<file path="config.mk">
export PLATFORM = sky130hd
export DESIGN_NAME = pmrc_top
export DESIGN_NICKNAME = d
export VERILOG_FILES = /design/src/pmrc_pkg.sv /design/src/pmrc_rst_if.sv /design/src/pmrc_rst_filter.sv /design/src/pmrc_strobe.sv /design/src/pmrc_top.sv
export SDC_FILE = /design/constraint.sdc
export NUM_CORES = 1
export LEC_CHECK = 0
export BUFFER_PORTS_ARGS = -buffer_cell sky130_fd_sc_hd__buf_2
export CAP_MARGIN = 5
export CORE_MARGIN = 3
export CORE_UTILIZATION = 45
export CTS_BUF_LIST = sky130_fd_sc_hd__clkbuf_4 sky130_fd_sc_hd__clkbuf_8
export DETAILED_ROUTE_END_ITERATION = 16
export PLACE_DENSITY_LB_ADDON = 0.05
export SLEW_MARGIN = 20
export SYNTH_ARGS = -nofsm -noshare
export SYNTH_HDL_FRONTEND = slang
export SYNTH_SLANG_ARGS = --single-unit
</file>
<file path="constraint.sdc">
create_clock -name pclk -period 2.25 [get_ports pclk]
set_input_delay 0.3375 -clock pclk [delete_from_list [all_inputs] [get_ports pclk]]
set_output_delay 0.3375 -clock pclk [all_outputs]
set_load 0.01 [all_outputs]
</file>
<file path="src/pmrc_pkg.sv">
// constants and types shared by the power mode and reset control files
// What this block does
// - setting the idle request bit enters idle mode
// - idle mode stops the processor core clock
// - idle mode keeps peripheral and interrupt clocks running
// - any interrupt or a reset ends idle mode
// - setting the power-down request bit enters power-down mode
// - power-down stops every clock and the oscillator
// - only reset or an enabled wake interrupt two to nine ends power-down
// - strobe off bit suppresses the address latch strobe during internal execution
// - external code or data access still drives the strobe
// - strobe stops again once external access or external execution ends
// - the reset pin is sampled at state five phase two of each machine cycle
// - short glitches on the reset pin do not cause a reset
// - reset loads port latches with ff and stack pointer with 07
// - reset clears power control to 00 except bit 4, which is kept
// - reset clears other registers to 00 except the serial buffer
// - in idle the watchdog runs only when its idle-run bit is set
package pmrc_pkg;

  // register indexes; byte address is four times the index
  localparam logic [7:0] IDX_STACK_PTR  = 8'h81;
  localparam logic [7:0] IDX_POWER_CTRL = 8'h87;
  localparam logic [7:0] IDX_AUX_CTRL   = 8'h8e;
  localparam logic [7:0] IDX_WDT_CTRL   = 8'h8f;
  localparam logic [7:0] IDX_PORT_LATCH = 8'h90;
  localparam logic [7:0] IDX_SER_BUF    = 8'h99;
  localparam logic [7:0] IDX_STATUS     = 8'ha0;
  localparam logic [7:0] IDX_WAKE_EN    = 8'he8;

  // field positions
  localparam int IDLE_BIT      = 0;
  localparam int PDOWN_BIT     = 1;
  localparam int KEEP_BIT      = 4;
  localparam int STROBE_OFF    = 0;
  localparam int WDT_EN_BIT    = 7;
  localparam int WDT_CLR_BIT   = 6;
  localparam int WDT_IDLE_BIT  = 5;

  // values after reset
  localparam logic [7:0] REG_RESET_VAL  = 8'h00;
  localparam logic [7:0] PORT_RESET_VAL = 8'hff;
  localparam logic [7:0] SP_RESET_VAL   = 8'h07;
  localparam logic [7:0] PWR_KEEP_MASK  = 8'h10;

  // machine cycle timing: 6 states of 2 phases, one phase per clock
  localparam logic [3:0] MC_LAST_PHASE = 4'hb;
  localparam logic [3:0] SAMPLE_PHASE  = 4'h9;

  typedef enum logic [1:0] {MODE_NORMAL, MODE_IDLE, MODE_PDOWN} pmrc_mode_e;

  function automatic logic pmrc_hit(input logic [11:0] addr, input logic [7:0] idx);
    return addr[11:2] == {2'h0, idx};
  endfunction

endpackage

</file>
<file path="src/pmrc_rst_if.sv">
// signals between the core logic and the reset pin filter
`timescale 1ns/1ps
interface pmrc_rst_if;
  logic sample_stb;
  logic rst_pin;
  logic chip_reset;
  modport filt (input sample_stb, input rst_pin, output chip_reset);
  modport core (output sample_stb, output rst_pin, input chip_reset);
endinterface

</file>
<file path="src/pmrc_rst_filter.sv">
// reset pin sampler and deglitch filter
`timescale 1ns/1ps
module pmrc_rst_filter (
  input  wire logic pclk,        // clock
  input  wire logic presetn,     // async reset, low
  pmrc_rst_if.filt  rif          // sample strobe, pin, filtered reset
);
  import pmrc_pkg::*;

  logic       last_reg;
  logic       chip_reset_reg;

  // two matching samples one machine cycle apart change the level
  always_ff @(posedge pclk or negedge presetn) begin
    if (!presetn) begin
      last_reg       <= 1'b0;
      chip_reset_reg <= 1'b0;
    end else if (rif.sample_stb) begin
      last_reg <= rif.rst_pin;
      if (rif.rst_pin && last_reg) begin
        chip_reset_reg <= 1'b1;
      end else if (!rif.rst_pin && !last_reg) begin
        chip_reset_reg <= 1'b0;
      end
    end
  end

  assign rif.chip_reset = chip_reset_reg;
endmodule

</file>
<file path="src/pmrc_strobe.sv">
// address latch strobe gating for emission reduction
`timescale 1ns/1ps
module pmrc_strobe (
  input  wire logic pclk,        // clock
  input  wire logic presetn,     // async reset, low
  input  wire logic strobe_off,  // suppress strobe during internal execution
  input  wire logic ale_req,     // raw strobe from the bus sequencer
  input  wire logic ext_access,  // external code or data access in progress
  input  wire logic ext_exec,    // program counter outside internal memory
  output logic      ale_out      // strobe to the pin
);
  import pmrc_pkg::*;

  logic ale_reg;
  logic ale_next;

  always_comb begin
    if (strobe_off) begin
      ale_next = ale_req && (ext_access || ext_exec);
    end else begin
      ale_next = ale_req;
    end
  end

  always_ff @(posedge pclk or negedge presetn) begin
    if (!presetn) begin
      ale_reg <= 1'b0;
    end else begin
      ale_reg <= ale_next;
    end
  end

  assign ale_out = ale_reg;
endmodule

</file>
<file path="src/pmrc_top.sv">
// power mode, reset and strobe control with apb register access
//
// Local design decision: the APB register port.
`timescale 1ns/1ps
module pmrc_top (
  input  wire logic        pclk,          // 50 mhz clock
  input  wire logic        presetn,       // async reset, low
  input  wire logic        psel,          // apb select
  input  wire logic        penable,       // apb enable
  input  wire logic        pwrite,        // apb write
  input  wire logic [11:0] paddr,         // apb byte address
  input  wire logic [31:0] pwdata,        // apb write data
  input  wire logic [3:0]  pstrb,         // apb byte strobes
  output logic [31:0]      prdata,        // apb read data
  output logic             pready,        // apb ready
  output logic             pslverr,       // apb error, unmapped
  input  wire logic        rst_pin,       // external reset pin, high
  input  wire logic        irq_pending,   // any interrupt request
  input  wire logic [7:0]  wake_int,      // wake interrupts two to nine
  input  wire logic        ale_req,       // raw strobe from bus sequencer
  input  wire logic        ext_access,    // external memory access active
  input  wire logic        ext_exec,      // executing external code
  output logic             core_clk_en,   // core clock gate
  output logic             periph_clk_en, // peripheral clock gate
  output logic             osc_en,        // oscillator enable
  output logic             wdt_clk_en,    // watchdog clock gate
  output logic             ale_out,       // address latch strobe pin
  output logic             chip_reset,    // filtered internal reset
  output logic [7:0]       port_latch,    // port latch value
  output logic [7:0]       stack_ptr      // stack pointer value
);
  import pmrc_pkg::*;

  // ==========================================================
  // machine cycle phase counter and reset filter
  logic [3:0] ph_reg;
  pmrc_rst_if rif ();

  always_ff @(posedge pclk or negedge presetn) begin
    if (!presetn) begin
      ph_reg <= 4'h0;
    end else if (ph_reg == MC_LAST_PHASE) begin
      ph_reg <= 4'h0;
    end else begin
      ph_reg <= ph_reg + 4'h1;
    end
  end

  assign rif.sample_stb = (ph_reg == SAMPLE_PHASE);
  assign rif.rst_pin    = rst_pin;
  assign chip_reset     = rif.chip_reset;

  pmrc_rst_filter u_filt (
    .pclk    (pclk),
    .presetn (presetn),
    .rif     (rif.filt)
  );

  // ==========================================================
  // apb decode
  logic       setup;
  logic       wr_en;
  logic       wr_lane;
  logic       mapped;
  logic [7:0] wdat;

  assign setup   = psel && !penable;
  assign wr_en   = psel && penable && pwrite;
  assign wr_lane = wr_en && pstrb[0];
  assign wdat    = pwdata[7:0];
  assign mapped  = pmrc_hit(paddr, IDX_STACK_PTR) || pmrc_hit(paddr, IDX_POWER_CTRL)
                || pmrc_hit(paddr, IDX_AUX_CTRL) || pmrc_hit(paddr, IDX_WDT_CTRL)
                || pmrc_hit(paddr, IDX_PORT_LATCH) || pmrc_hit(paddr, IDX_SER_BUF)
                || pmrc_hit(paddr, IDX_STATUS) || pmrc_hit(paddr, IDX_WAKE_EN);
  assign pready  = 1'b1;
  assign pslverr = psel && penable && !mapped;

  logic wr_power_control_reg;
  logic wr_aux;
  logic wr_wdt;
  logic wr_wake;
  logic wr_port;
  logic wr_sp;
  logic wr_rxtx;

  assign wr_power_control_reg = wr_lane && pmrc_hit(paddr, IDX_POWER_CTRL);
  assign wr_aux  = wr_lane && pmrc_hit(paddr, IDX_AUX_CTRL);
  assign wr_wdt  = wr_lane && pmrc_hit(paddr, IDX_WDT_CTRL);
  assign wr_wake = wr_lane && pmrc_hit(paddr, IDX_WAKE_EN);
  assign wr_port = wr_lane && pmrc_hit(paddr, IDX_PORT_LATCH);
  assign wr_sp   = wr_lane && pmrc_hit(paddr, IDX_STACK_PTR);
  assign wr_rxtx = wr_lane && pmrc_hit(paddr, IDX_SER_BUF);

  // ==========================================================
  // power mode state
  pmrc_mode_e mode_reg;
  pmrc_mode_e mode_next;
  logic [7:0] power_control_reg;
  logic       wake_hit;
  logic       mode_exit;
  logic [7:0] wake_en_reg;

  assign wake_hit = |(wake_int & wake_en_reg);

  always_comb begin
    mode_next = mode_reg;
    mode_exit = 1'b0;
    case (mode_reg)
      MODE_NORMAL: begin
        if (power_control_reg[PDOWN_BIT]) begin
          mode_next = MODE_PDOWN;
        end else if (power_control_reg[IDLE_BIT]) begin
          mode_next = MODE_IDLE;
        end
      end
      MODE_IDLE: begin
        if (irq_pending || chip_reset) begin
          mode_next = MODE_NORMAL;
          mode_exit = 1'b1;
        end
      end
      MODE_PDOWN: begin
        if (wake_hit || chip_reset) begin
          mode_next = MODE_NORMAL;
          mode_exit = 1'b1;
        end
      end
      default: begin
        mode_next = MODE_NORMAL;
      end
    endcase
  end

  always_ff @(posedge pclk or negedge presetn) begin
    if (!presetn) begin
      mode_reg <= MODE_NORMAL;
    end else begin
      mode_reg <= mode_next;
    end
  end

  // ==========================================================
  // power control register
  always_ff @(posedge pclk or negedge presetn) begin
    if (!presetn) begin
      power_control_reg <= REG_RESET_VAL;
    end else if (chip_reset) begin
      power_control_reg <= power_control_reg & PWR_KEEP_MASK;
    end else if (wr_power_control_reg) begin
      power_control_reg <= wdat;
    end else if (mode_exit) begin
      power_control_reg[IDLE_BIT]  <= 1'b0;
      power_control_reg[PDOWN_BIT] <= 1'b0;
    end
  end

  // ==========================================================
  // other registers, set to their reset values by the filtered reset except the serial buffer
  logic [7:0] aux_control;
  logic [7:0] wdt_ctrl_reg;

  always_ff @(posedge pclk or negedge presetn) begin
    if (!presetn) begin
      aux_control <= REG_RESET_VAL;
    end else if (chip_reset) begin
      aux_control <= REG_RESET_VAL;
    end else if (wr_aux) begin
      aux_control <= wdat;
    end
  end

  always_ff @(posedge pclk or negedge presetn) begin
    if (!presetn) begin
      wake_en_reg <= REG_RESET_VAL;
    end else if (chip_reset) begin
      wake_en_reg <= REG_RESET_VAL;
    end else if (wr_wake) begin
      wake_en_reg <= wdat;
    end
  end

  // the clear bit drops by itself one cycle after it is written
  always_ff @(posedge pclk or negedge presetn) begin
    if (!presetn) begin
      wdt_ctrl_reg <= REG_RESET_VAL;
    end else if (chip_reset) begin
      wdt_ctrl_reg <= REG_RESET_VAL;
    end else if (wr_wdt) begin
      wdt_ctrl_reg <= wdat;
    end else begin
      wdt_ctrl_reg[WDT_CLR_BIT] <= 1'b0;
    end
  end

  logic [7:0] port_latch_reg;
  logic [7:0] stack_ptr_reg;
  logic [7:0] serial_buffer_reg;

  always_ff @(posedge pclk or negedge presetn) begin
    if (!presetn) begin
      port_latch_reg <= PORT_RESET_VAL;
    end else if (chip_reset) begin
      port_latch_reg <= PORT_RESET_VAL;
    end else if (wr_port) begin
      port_latch_reg <= wdat;
    end
  end

  always_ff @(posedge pclk or negedge presetn) begin
    if (!presetn) begin
      stack_ptr_reg <= SP_RESET_VAL;
    end else if (chip_reset) begin
      stack_ptr_reg <= SP_RESET_VAL;
    end else if (wr_sp) begin
      stack_ptr_reg <= wdat;
    end
  end

  // serial buffer keeps its content through every reset
  always_ff @(posedge pclk) begin
    if (wr_rxtx) begin
      serial_buffer_reg <= wdat;
    end
  end

  assign port_latch = port_latch_reg;
  assign stack_ptr  = stack_ptr_reg;

  // ==========================================================
  // clock gates
  logic wdt_idle_run_bit;
  logic wdt_on;

  assign wdt_idle_run_bit = wdt_ctrl_reg[WDT_IDLE_BIT];
  assign wdt_on           = wdt_ctrl_reg[WDT_EN_BIT];

  always_ff @(posedge pclk or negedge presetn) begin
    if (!presetn) begin
      core_clk_en   <= 1'b1;
      periph_clk_en <= 1'b1;
      osc_en        <= 1'b1;
      wdt_clk_en    <= 1'b0;
    end else begin
      core_clk_en   <= (mode_next == MODE_NORMAL);
      periph_clk_en <= (mode_next != MODE_PDOWN);
      osc_en        <= (mode_next != MODE_PDOWN);
      case (mode_next)
        MODE_NORMAL: wdt_clk_en <= wdt_on;
        MODE_IDLE:   wdt_clk_en <= wdt_on && wdt_idle_run_bit;
        default:     wdt_clk_en <= 1'b0;
      endcase
    end
  end

  // ==========================================================
  // strobe gating
  pmrc_strobe u_strobe (
    .pclk       (pclk),
    .presetn    (presetn),
    .strobe_off (aux_control[STROBE_OFF]),
    .ale_req    (ale_req),
    .ext_access (ext_access),
    .ext_exec   (ext_exec),
    .ale_out    (ale_out)
  );

  // ==========================================================
  // read data, captured in the setup phase
  logic [7:0] rd_byte;
  logic [7:0] status_val;

  assign status_val = {5'h00, chip_reset, mode_reg};

  always_comb begin
    rd_byte = 8'h00;
    if (pmrc_hit(paddr, IDX_POWER_CTRL)) rd_byte = power_control_reg;
    if (pmrc_hit(paddr, IDX_AUX_CTRL))   rd_byte = aux_control;
    if (pmrc_hit(paddr, IDX_WDT_CTRL))   rd_byte = wdt_ctrl_reg;
    if (pmrc_hit(paddr, IDX_WAKE_EN))    rd_byte = wake_en_reg;
    if (pmrc_hit(paddr, IDX_PORT_LATCH)) rd_byte = port_latch_reg;
    if (pmrc_hit(paddr, IDX_STACK_PTR))  rd_byte = stack_ptr_reg;
    if (pmrc_hit(paddr, IDX_SER_BUF))    rd_byte = serial_buffer_reg;
    if (pmrc_hit(paddr, IDX_STATUS))     rd_byte = status_val;
  end

  always_ff @(posedge pclk or negedge presetn) begin
    if (!presetn) begin
      prdata <= 32'h0000_0000;
    end else if (setup && !pwrite) begin
      prdata <= {24'h00_0000, rd_byte};
    end
  end
endmodule

</file>
# Yosys cells after proc, flatten, opt, wreduce, memory -nomap -nowiden
# Index checks and enable logic that the tools add are counted.
# W data, S select, Z words.
dict set report word_totals {
  ff_bits 76
  latchBits 0
  ram_bits 0
  mem_bits_ro 0
  input_bits 66
  output_inout_bits 56
  wordCells 118
  mem_count 0
}
dict set report classes {
  add_sub_neg 1
  multipliers 0
  n_div 0
  magnitude_cmp 0
  eq_ne 14
  n_shift 0
  mux 37
  bitwise_logic 2
  n_reduce_logical 45
}
# cell n
set ops {}
lappend ops {{$mux W8} 18}
lappend ops {{$eq A10 B8 Y1 const B} 8}
lappend ops {{$logic_and A1 B1 Y1} 17}
lappend ops {{$reduce_bool A2 Y1} 7}
lappend ops {{$mux W2} 6}
lappend ops {{$mux W6} 2}
lappend ops {{$logic_or A1 B1 Y1} 10}
lappend ops {{$and A8 B8 Y8} 1}
lappend ops {{$eq A4 B4 Y1 const B} 2}
lappend ops {{$reduce_or A8 Y1} 1}
lappend ops {{$mux W1} 7}
lappend ops {{$pmux W2 S3} 1}
lappend ops {{$logic_not A1 Y1} 5}
lappend ops {{$add A4 B1 Y4 const B} 1}
lappend ops {{$eq A2 B1 Y1 const B} 2}
lappend ops {{$logic_not A2 Y1} 2}
lappend ops {{$mux W4} 1}
lappend ops {{$pmux W1 S2} 2}
lappend ops {{$reduce_and A2 Y1} 2}
lappend ops {{$reduce_bool A3 Y1} 1}
lappend ops {{$eq A2 B2 Y1 const B} 1}
lappend ops {{$ne A2 B2 Y1 const B} 1}
lappend ops {{$not A1 Y1} 1}

# Longest topological paths before layout
dict set report logic_depth {
  depth_word 10
  ltp_mapped 7
  ltp_nobuf 6
}

# Hierarchy
# From an unflattened synthesis, not the netlist that was laid out.
dict set report unflattened {
  hier_cells 439
  hier_area_um2 4265.3
}
# module instances cells_per_inst area_per_inst_um2 seq_area_each_um2
set modules_own_cells {}
lappend modules_own_cells {pmrc_top 1 430 4126.5 1883.1}
lappend modules_own_cells {pmrc_rst_filter 1 6 102.6 50.0}
lappend modules_own_cells {pmrc_strobe 1 3 36.3 25.0}

# Least setup slack after synthesis
# Ideal clock, no wire load.
dict set report synth_path {
  kind {input to register}
  from {input paddr[3]}
  to {register serial_buffer_reg[0], enable pin}
  setup_time_ps 370
  t_arrival_ps 1865
  required_time_ps 1880
  path_slack_ps 15
  cell_stages 4
  n_path_buf 1
  cell_sequence {or4_1 -> buf_2 -> or3_1 -> nor2_1}
}
dict set report synth_via {
  elab_chain_len 2
}
# item line
set synth_lines {}
lappend synth_lines {{from (decl)} pmrc_top.sv:11} ;# input wire logic [11:0] paddr,
lappend synth_lines {{$eq A10 B8 Y1} pmrc_pkg.sv:53} ;# return addr[11:2] == {2'h0, idx};
lappend synth_lines {{$logic_and A1 B1 Y1} pmrc_top.sv:92} ;# assign wr_rxtx = wr_lane && pmrc_hit(paddr, IDX_SER_BUF);
lappend synth_lines {{named net wr_rxtx} pmrc_top.sv:84} ;# logic wr_rxtx;
lappend synth_lines {{to (signal assigned)} pmrc_top.sv:222} ;# serial_buffer_reg <= wdat;
lappend synth_lines {{to (decl)} pmrc_top.sv:197} ;# logic [7:0] serial_buffer_reg;
# The timed path passes the listed nets, and every way through them passes these cells.
# A chain may end at the register's enable or synchronous reset.

# Worst setup path after layout
dict set report layout_path {
  from {input paddr[10]}
  to {output pslverr}
}
dict set report layout_via {
  elab_chain_len 10
  elab_cells_between_ends 17
  cone_classes {8 x eq/ne; 9 x reduce/logical}
}
# item line
set layout_lines {}
lappend layout_lines {{$eq A10 B8 Y1} pmrc_pkg.sv:53}
lappend layout_lines {{$logic_or A1 B1 Y1} pmrc_top.sv:71} ;# assign mapped = pmrc_hit(paddr, IDX_STACK_PTR) || pmrc_hit(paddr, IDX_POWER_CTRL)
lappend layout_lines {{$logic_or A1 B1 Y1 (2 in a row)} pmrc_top.sv:72} ;# || pmrc_hit(paddr, IDX_AUX_CTRL) || pmrc_hit(paddr, IDX_WDT_CTRL)
lappend layout_lines {{$logic_or A1 B1 Y1 (2 in a row)} pmrc_top.sv:73} ;# || pmrc_hit(paddr, IDX_PORT_LATCH) || pmrc_hit(paddr, IDX_SER_BUF)
lappend layout_lines {{$logic_or A1 B1 Y1} pmrc_top.sv:74} ;# || pmrc_hit(paddr, IDX_STATUS) || pmrc_hit(paddr, IDX_WAKE_EN);
lappend layout_lines {{$logic_or A1 B1 Y1 (*)} pmrc_top.sv:74}
lappend layout_lines {{$logic_not A1 Y1 (*)} pmrc_top.sv:76} ;# assign pslverr = psel && penable && !mapped;
lappend layout_lines {{$logic_and A1 B1 Y1 (*)} pmrc_top.sv:76}
lappend layout_lines {{to (decl)} pmrc_top.sv:16} ;# output logic pslverr,
# Every way passes the cells marked *; elsewhere a longest branch is shown, timed or not.

==> results.md <==
* Status: finished, violations left
* Failing checks: hold timing
* H-tree depth at 3
* RSZ-0062 raised after global routing: false
* Slew margin rel. at 0.589
* Setup Viol. Count Final at 0
* Ant diodes at 0
* DRT antenna net count at 0
* Root buf cell: clkbuf_8
* Max FO, Critical Path at 8
* Cell Rows at 34
* Drt total wl at 11.3 mm
* Clock transition at path regs at 0.09 ns
* Reg2reg end: wdt_clk_en
* Hold Crit Class: in2async
* Final period util at 0.983
* Synth cell types at 65
* Synth Instances at 427
* Yosys warnings at 0
* Die Width at 102 um
* Final Hold Fails at 6
* Clk Latency, worst-skew pair at 0.35 ns
* Sink Count at 76
* Post-detail-place hpwl at 8.44 mm
* Hold buffer count at CTS at 0
* Setup crit end: pslverr
* Wire length per cell at 17.6 um
* Hold Slack at -0.0110 ns
* GR Util All Layers at 0.223
* Reg2Reg Depth at 6
* Number of synthesized flops with an enable pin at 8
* Peak VDD IR at 0.364 mV
* Crit path launch type: primary input
* Final Util at 0.575
* Port bufs at 67
* Final worst slack at 0.0391 ns
* Largest net degree at the start of global routing at 51
* Layout Nets at 604
* Max cap viols at 0
* Critical path origin: paddr[10]
* FF-to-FF Start: mode_reg[0]
* Fin. max-slew vios at 0
* CTS tree: built
* Fmax at 0.452 GHz
* Total number of vias at 3537
* DRT Pass-1 Iters at 4
* Gr ovfl total at 0
* CTS Buf Count at 9
* Main synth FF type: dfrtp_1
* FF-to-FF setup slack at 0.36 ns
* Crit path DAT at 1.87 ns
* Area of the core at 0.00881 sq mm
* Setup CP Type: in2out
* Syn avg cell area at 9.69 sq um
* Vias in the first global route at 3360
* Synthesis-to-layout area growth at 22.4%
* Setup TNS Final at 0 ns
* Clock Path Buffers at 2
* Vias per cell at 5.49
* Register area share after synthesis at 0.473
* CP Data Required Time at 1.91 ns
* Final GP Congestion at 0.876
* DR iter-0 viols at 117
* Worst Max-Slew Pin Slew at 0.617 ns
* Dpl ws at -0.180 ns
* Die area at 0.0104 sq mm
* Io pins at 122
* Mapped Area at 0.00414 sq mm
* Final worst path period need at 2.21 ns
* First-pass GRT wire length at 17.7 mm
* Initial core utilization at 0.470
* Layout cells sized above 1 at 0.291
* Crit end category: primary output
* Die Span Y at 102 um
* Setup Skew at 0.0103 ns
* Asr flop ratio synth at 0.895
* Power Total at 2.91 mW
* Residual DRC count at 0
* Initial antenna violation count at 0
* Leak pwr at 2.41 nW
* #FFs+latches synth at 76
* Pwr Density at 574 mW/mm^2
[cell usage after synthesis, drive strengths merged (2+ instances only)]
library cell  number  area share
a211o              2      0.0042
a211oi             2      0.0036
a21o               3      0.0054
a21oi             27       0.033
a221o              4      0.0097
a221oi             5       0.012
a22o               4      0.0085
a22oi              7       0.013
a32o               3      0.0073
buf               33       0.055
clkbuf            11       0.010
conb               2      0.0018
dfrtp             55        0.33
dfstp             13       0.083
edfxtp             8       0.058
ha                 7       0.021
inv                6      0.0054
mux2               3      0.0082
mux2i             24       0.058
nand2             74       0.067
nand2b             6      0.0091
nand3              7      0.0085
nand3b            10       0.018
nand4              6      0.0091
nand4b             2      0.0042
nor2              31       0.031
nor2b              5      0.0076
nor3               3      0.0048
nor4               6       0.011
nor4bb             2      0.0048
o2111ai            2      0.0042
o211ai             2      0.0036
o21a               2      0.0036
o21ai             18       0.022
o22ai              5      0.0076
or3                4      0.0060
or3b               2      0.0042
or4                3      0.0054
[per-stage QoR]
step | cell area, sq um | cells
after detailed placement | 4800 | 627
final | 5070 | 644
after floorplan | 4220 | 450
after global placement | 4800 | 627
after CTS | 5040 | 643
after global routing | 5070 | 644
[placed cells by master, fill, tap and decap left out, drive strengths merged, types with 2 or more instances in the layout]
cell type / n
a221oi: 5
nand3: 7
conb: 25
nor3: 3
o22ai: 5
edfxtp: 8
bufinv: 2
nor4: 6
dfstp: 13
dfrtp: 55
a21o: 3
nand4b: 2
a211o: 2
nand4: 6
a211oi: 2
nand2b: 6
mux2i: 24
mux2: 3
or4: 3
inv: 7
o21ai: 18
a221o: 4
nor4bb: 2
or3: 4
a22o: 4
o21a: 2
or3b: 2
clkbuf: 11
ha: 7
nand2: 74
nor2: 31
a21oi: 27
o2111ai: 2
o211ai: 2
buf: 114
a32o: 3
nor2b: 5
nand3b: 10
a22oi: 7
[per-layer routing]
| metal | part of all wire | wire length [um] | GRT usage | vias to the layer above |
|---|---|---|---|---|
| met5 | 0 | 0 | 0 | - |
| met1 | 0.48 | 5390 | 0.310 | 1720 |
| met3 | 0.046 | 518 | 0.0321 | 10 |
| met4 | 0.012 | 136 | 0.0605 | 0 |
| li1 | - | - | - | 1697 |
| met2 | 0.47 | 5270 | 0.367 | 110 |
[cell type report]
| class | count | area, sq um |
|---|---|---|
| clock buffers | 11 | 151 |
| clock inverters | 5 | 81.3 |
| fillers | 818 | 3740 |
| inverters | 6 | 22.5 |
| multi-input cells | 324 | 1990 |
| flip-flops and latches | 76 | 1960 |
| well taps | 108 | 135 |
| repair buffers | 114 | 729 |
[cell families (layout without fill, tap and decap cells)]
| group | count (synthesis) | in the layout | synth area share |
|---|---|---|---|
| AND/OR/NAND/NOR | 169 | 169 | 0.209 |
| AO/OA/AOI/OAI | 95 | 95 | 0.156 |
| XOR/XNOR | 1 | 1 | 0.00212 |
| flip-flops | 76 | 76 | 0.473 |
| buffers and inverters | 50 | 136 | 0.0702 |
| adder cells (fa/ha/maj) | 7 | 7 | 0.0212 |
| other | 2 | 25 | 0.00182 |
| multiplexers | 27 | 27 | 0.0662 |
[worst max-delay path, stage by stage]
cell and delay [ns]:
buf_6 0.09, or4_4 0.57, buf_6 0.16, or3_4 0.41, nand4_1 0.10, nor2_1 0.06
buf_2 0.14
[worst min-delay path by stage]
stage | start | end | slack (ns) | cells past startpoint
floorplan | presetn | aux_control[0] | 0.04 | 0
global placement | presetn | prdata[4] | 0.38 | 1
detailed placement | presetn | prdata[4] | 0.39 | 1
CTS | presetn | prdata[4] | 0.004 | 1
global route | presetn | prdata[4] | 0.03 | 1
finish | presetn | prdata[4] | -0.01 | 1
[power by group]
| part | switching (mW) | internal, mW |
|---|---|---|
| sequential | 0.00977 | 1.40 |
| clock | 0.534 | 0.688 |
| combinational | 0.179 | 0.0959 |
| total | 0.723 | 2.19 |
[timing repair]
| item | in CTS | in global routing |
|---|---|---|
| pin swaps | 0 | 4 |
| gates cloned | 0 | 0 |
| setup buffers | 0 | 1 |
| endpoints found under the setup margin | 1 | 1 |
| gates resized for setup | 3 | 3 |
No activity file was read; power rests on OpenSTA's default activity.
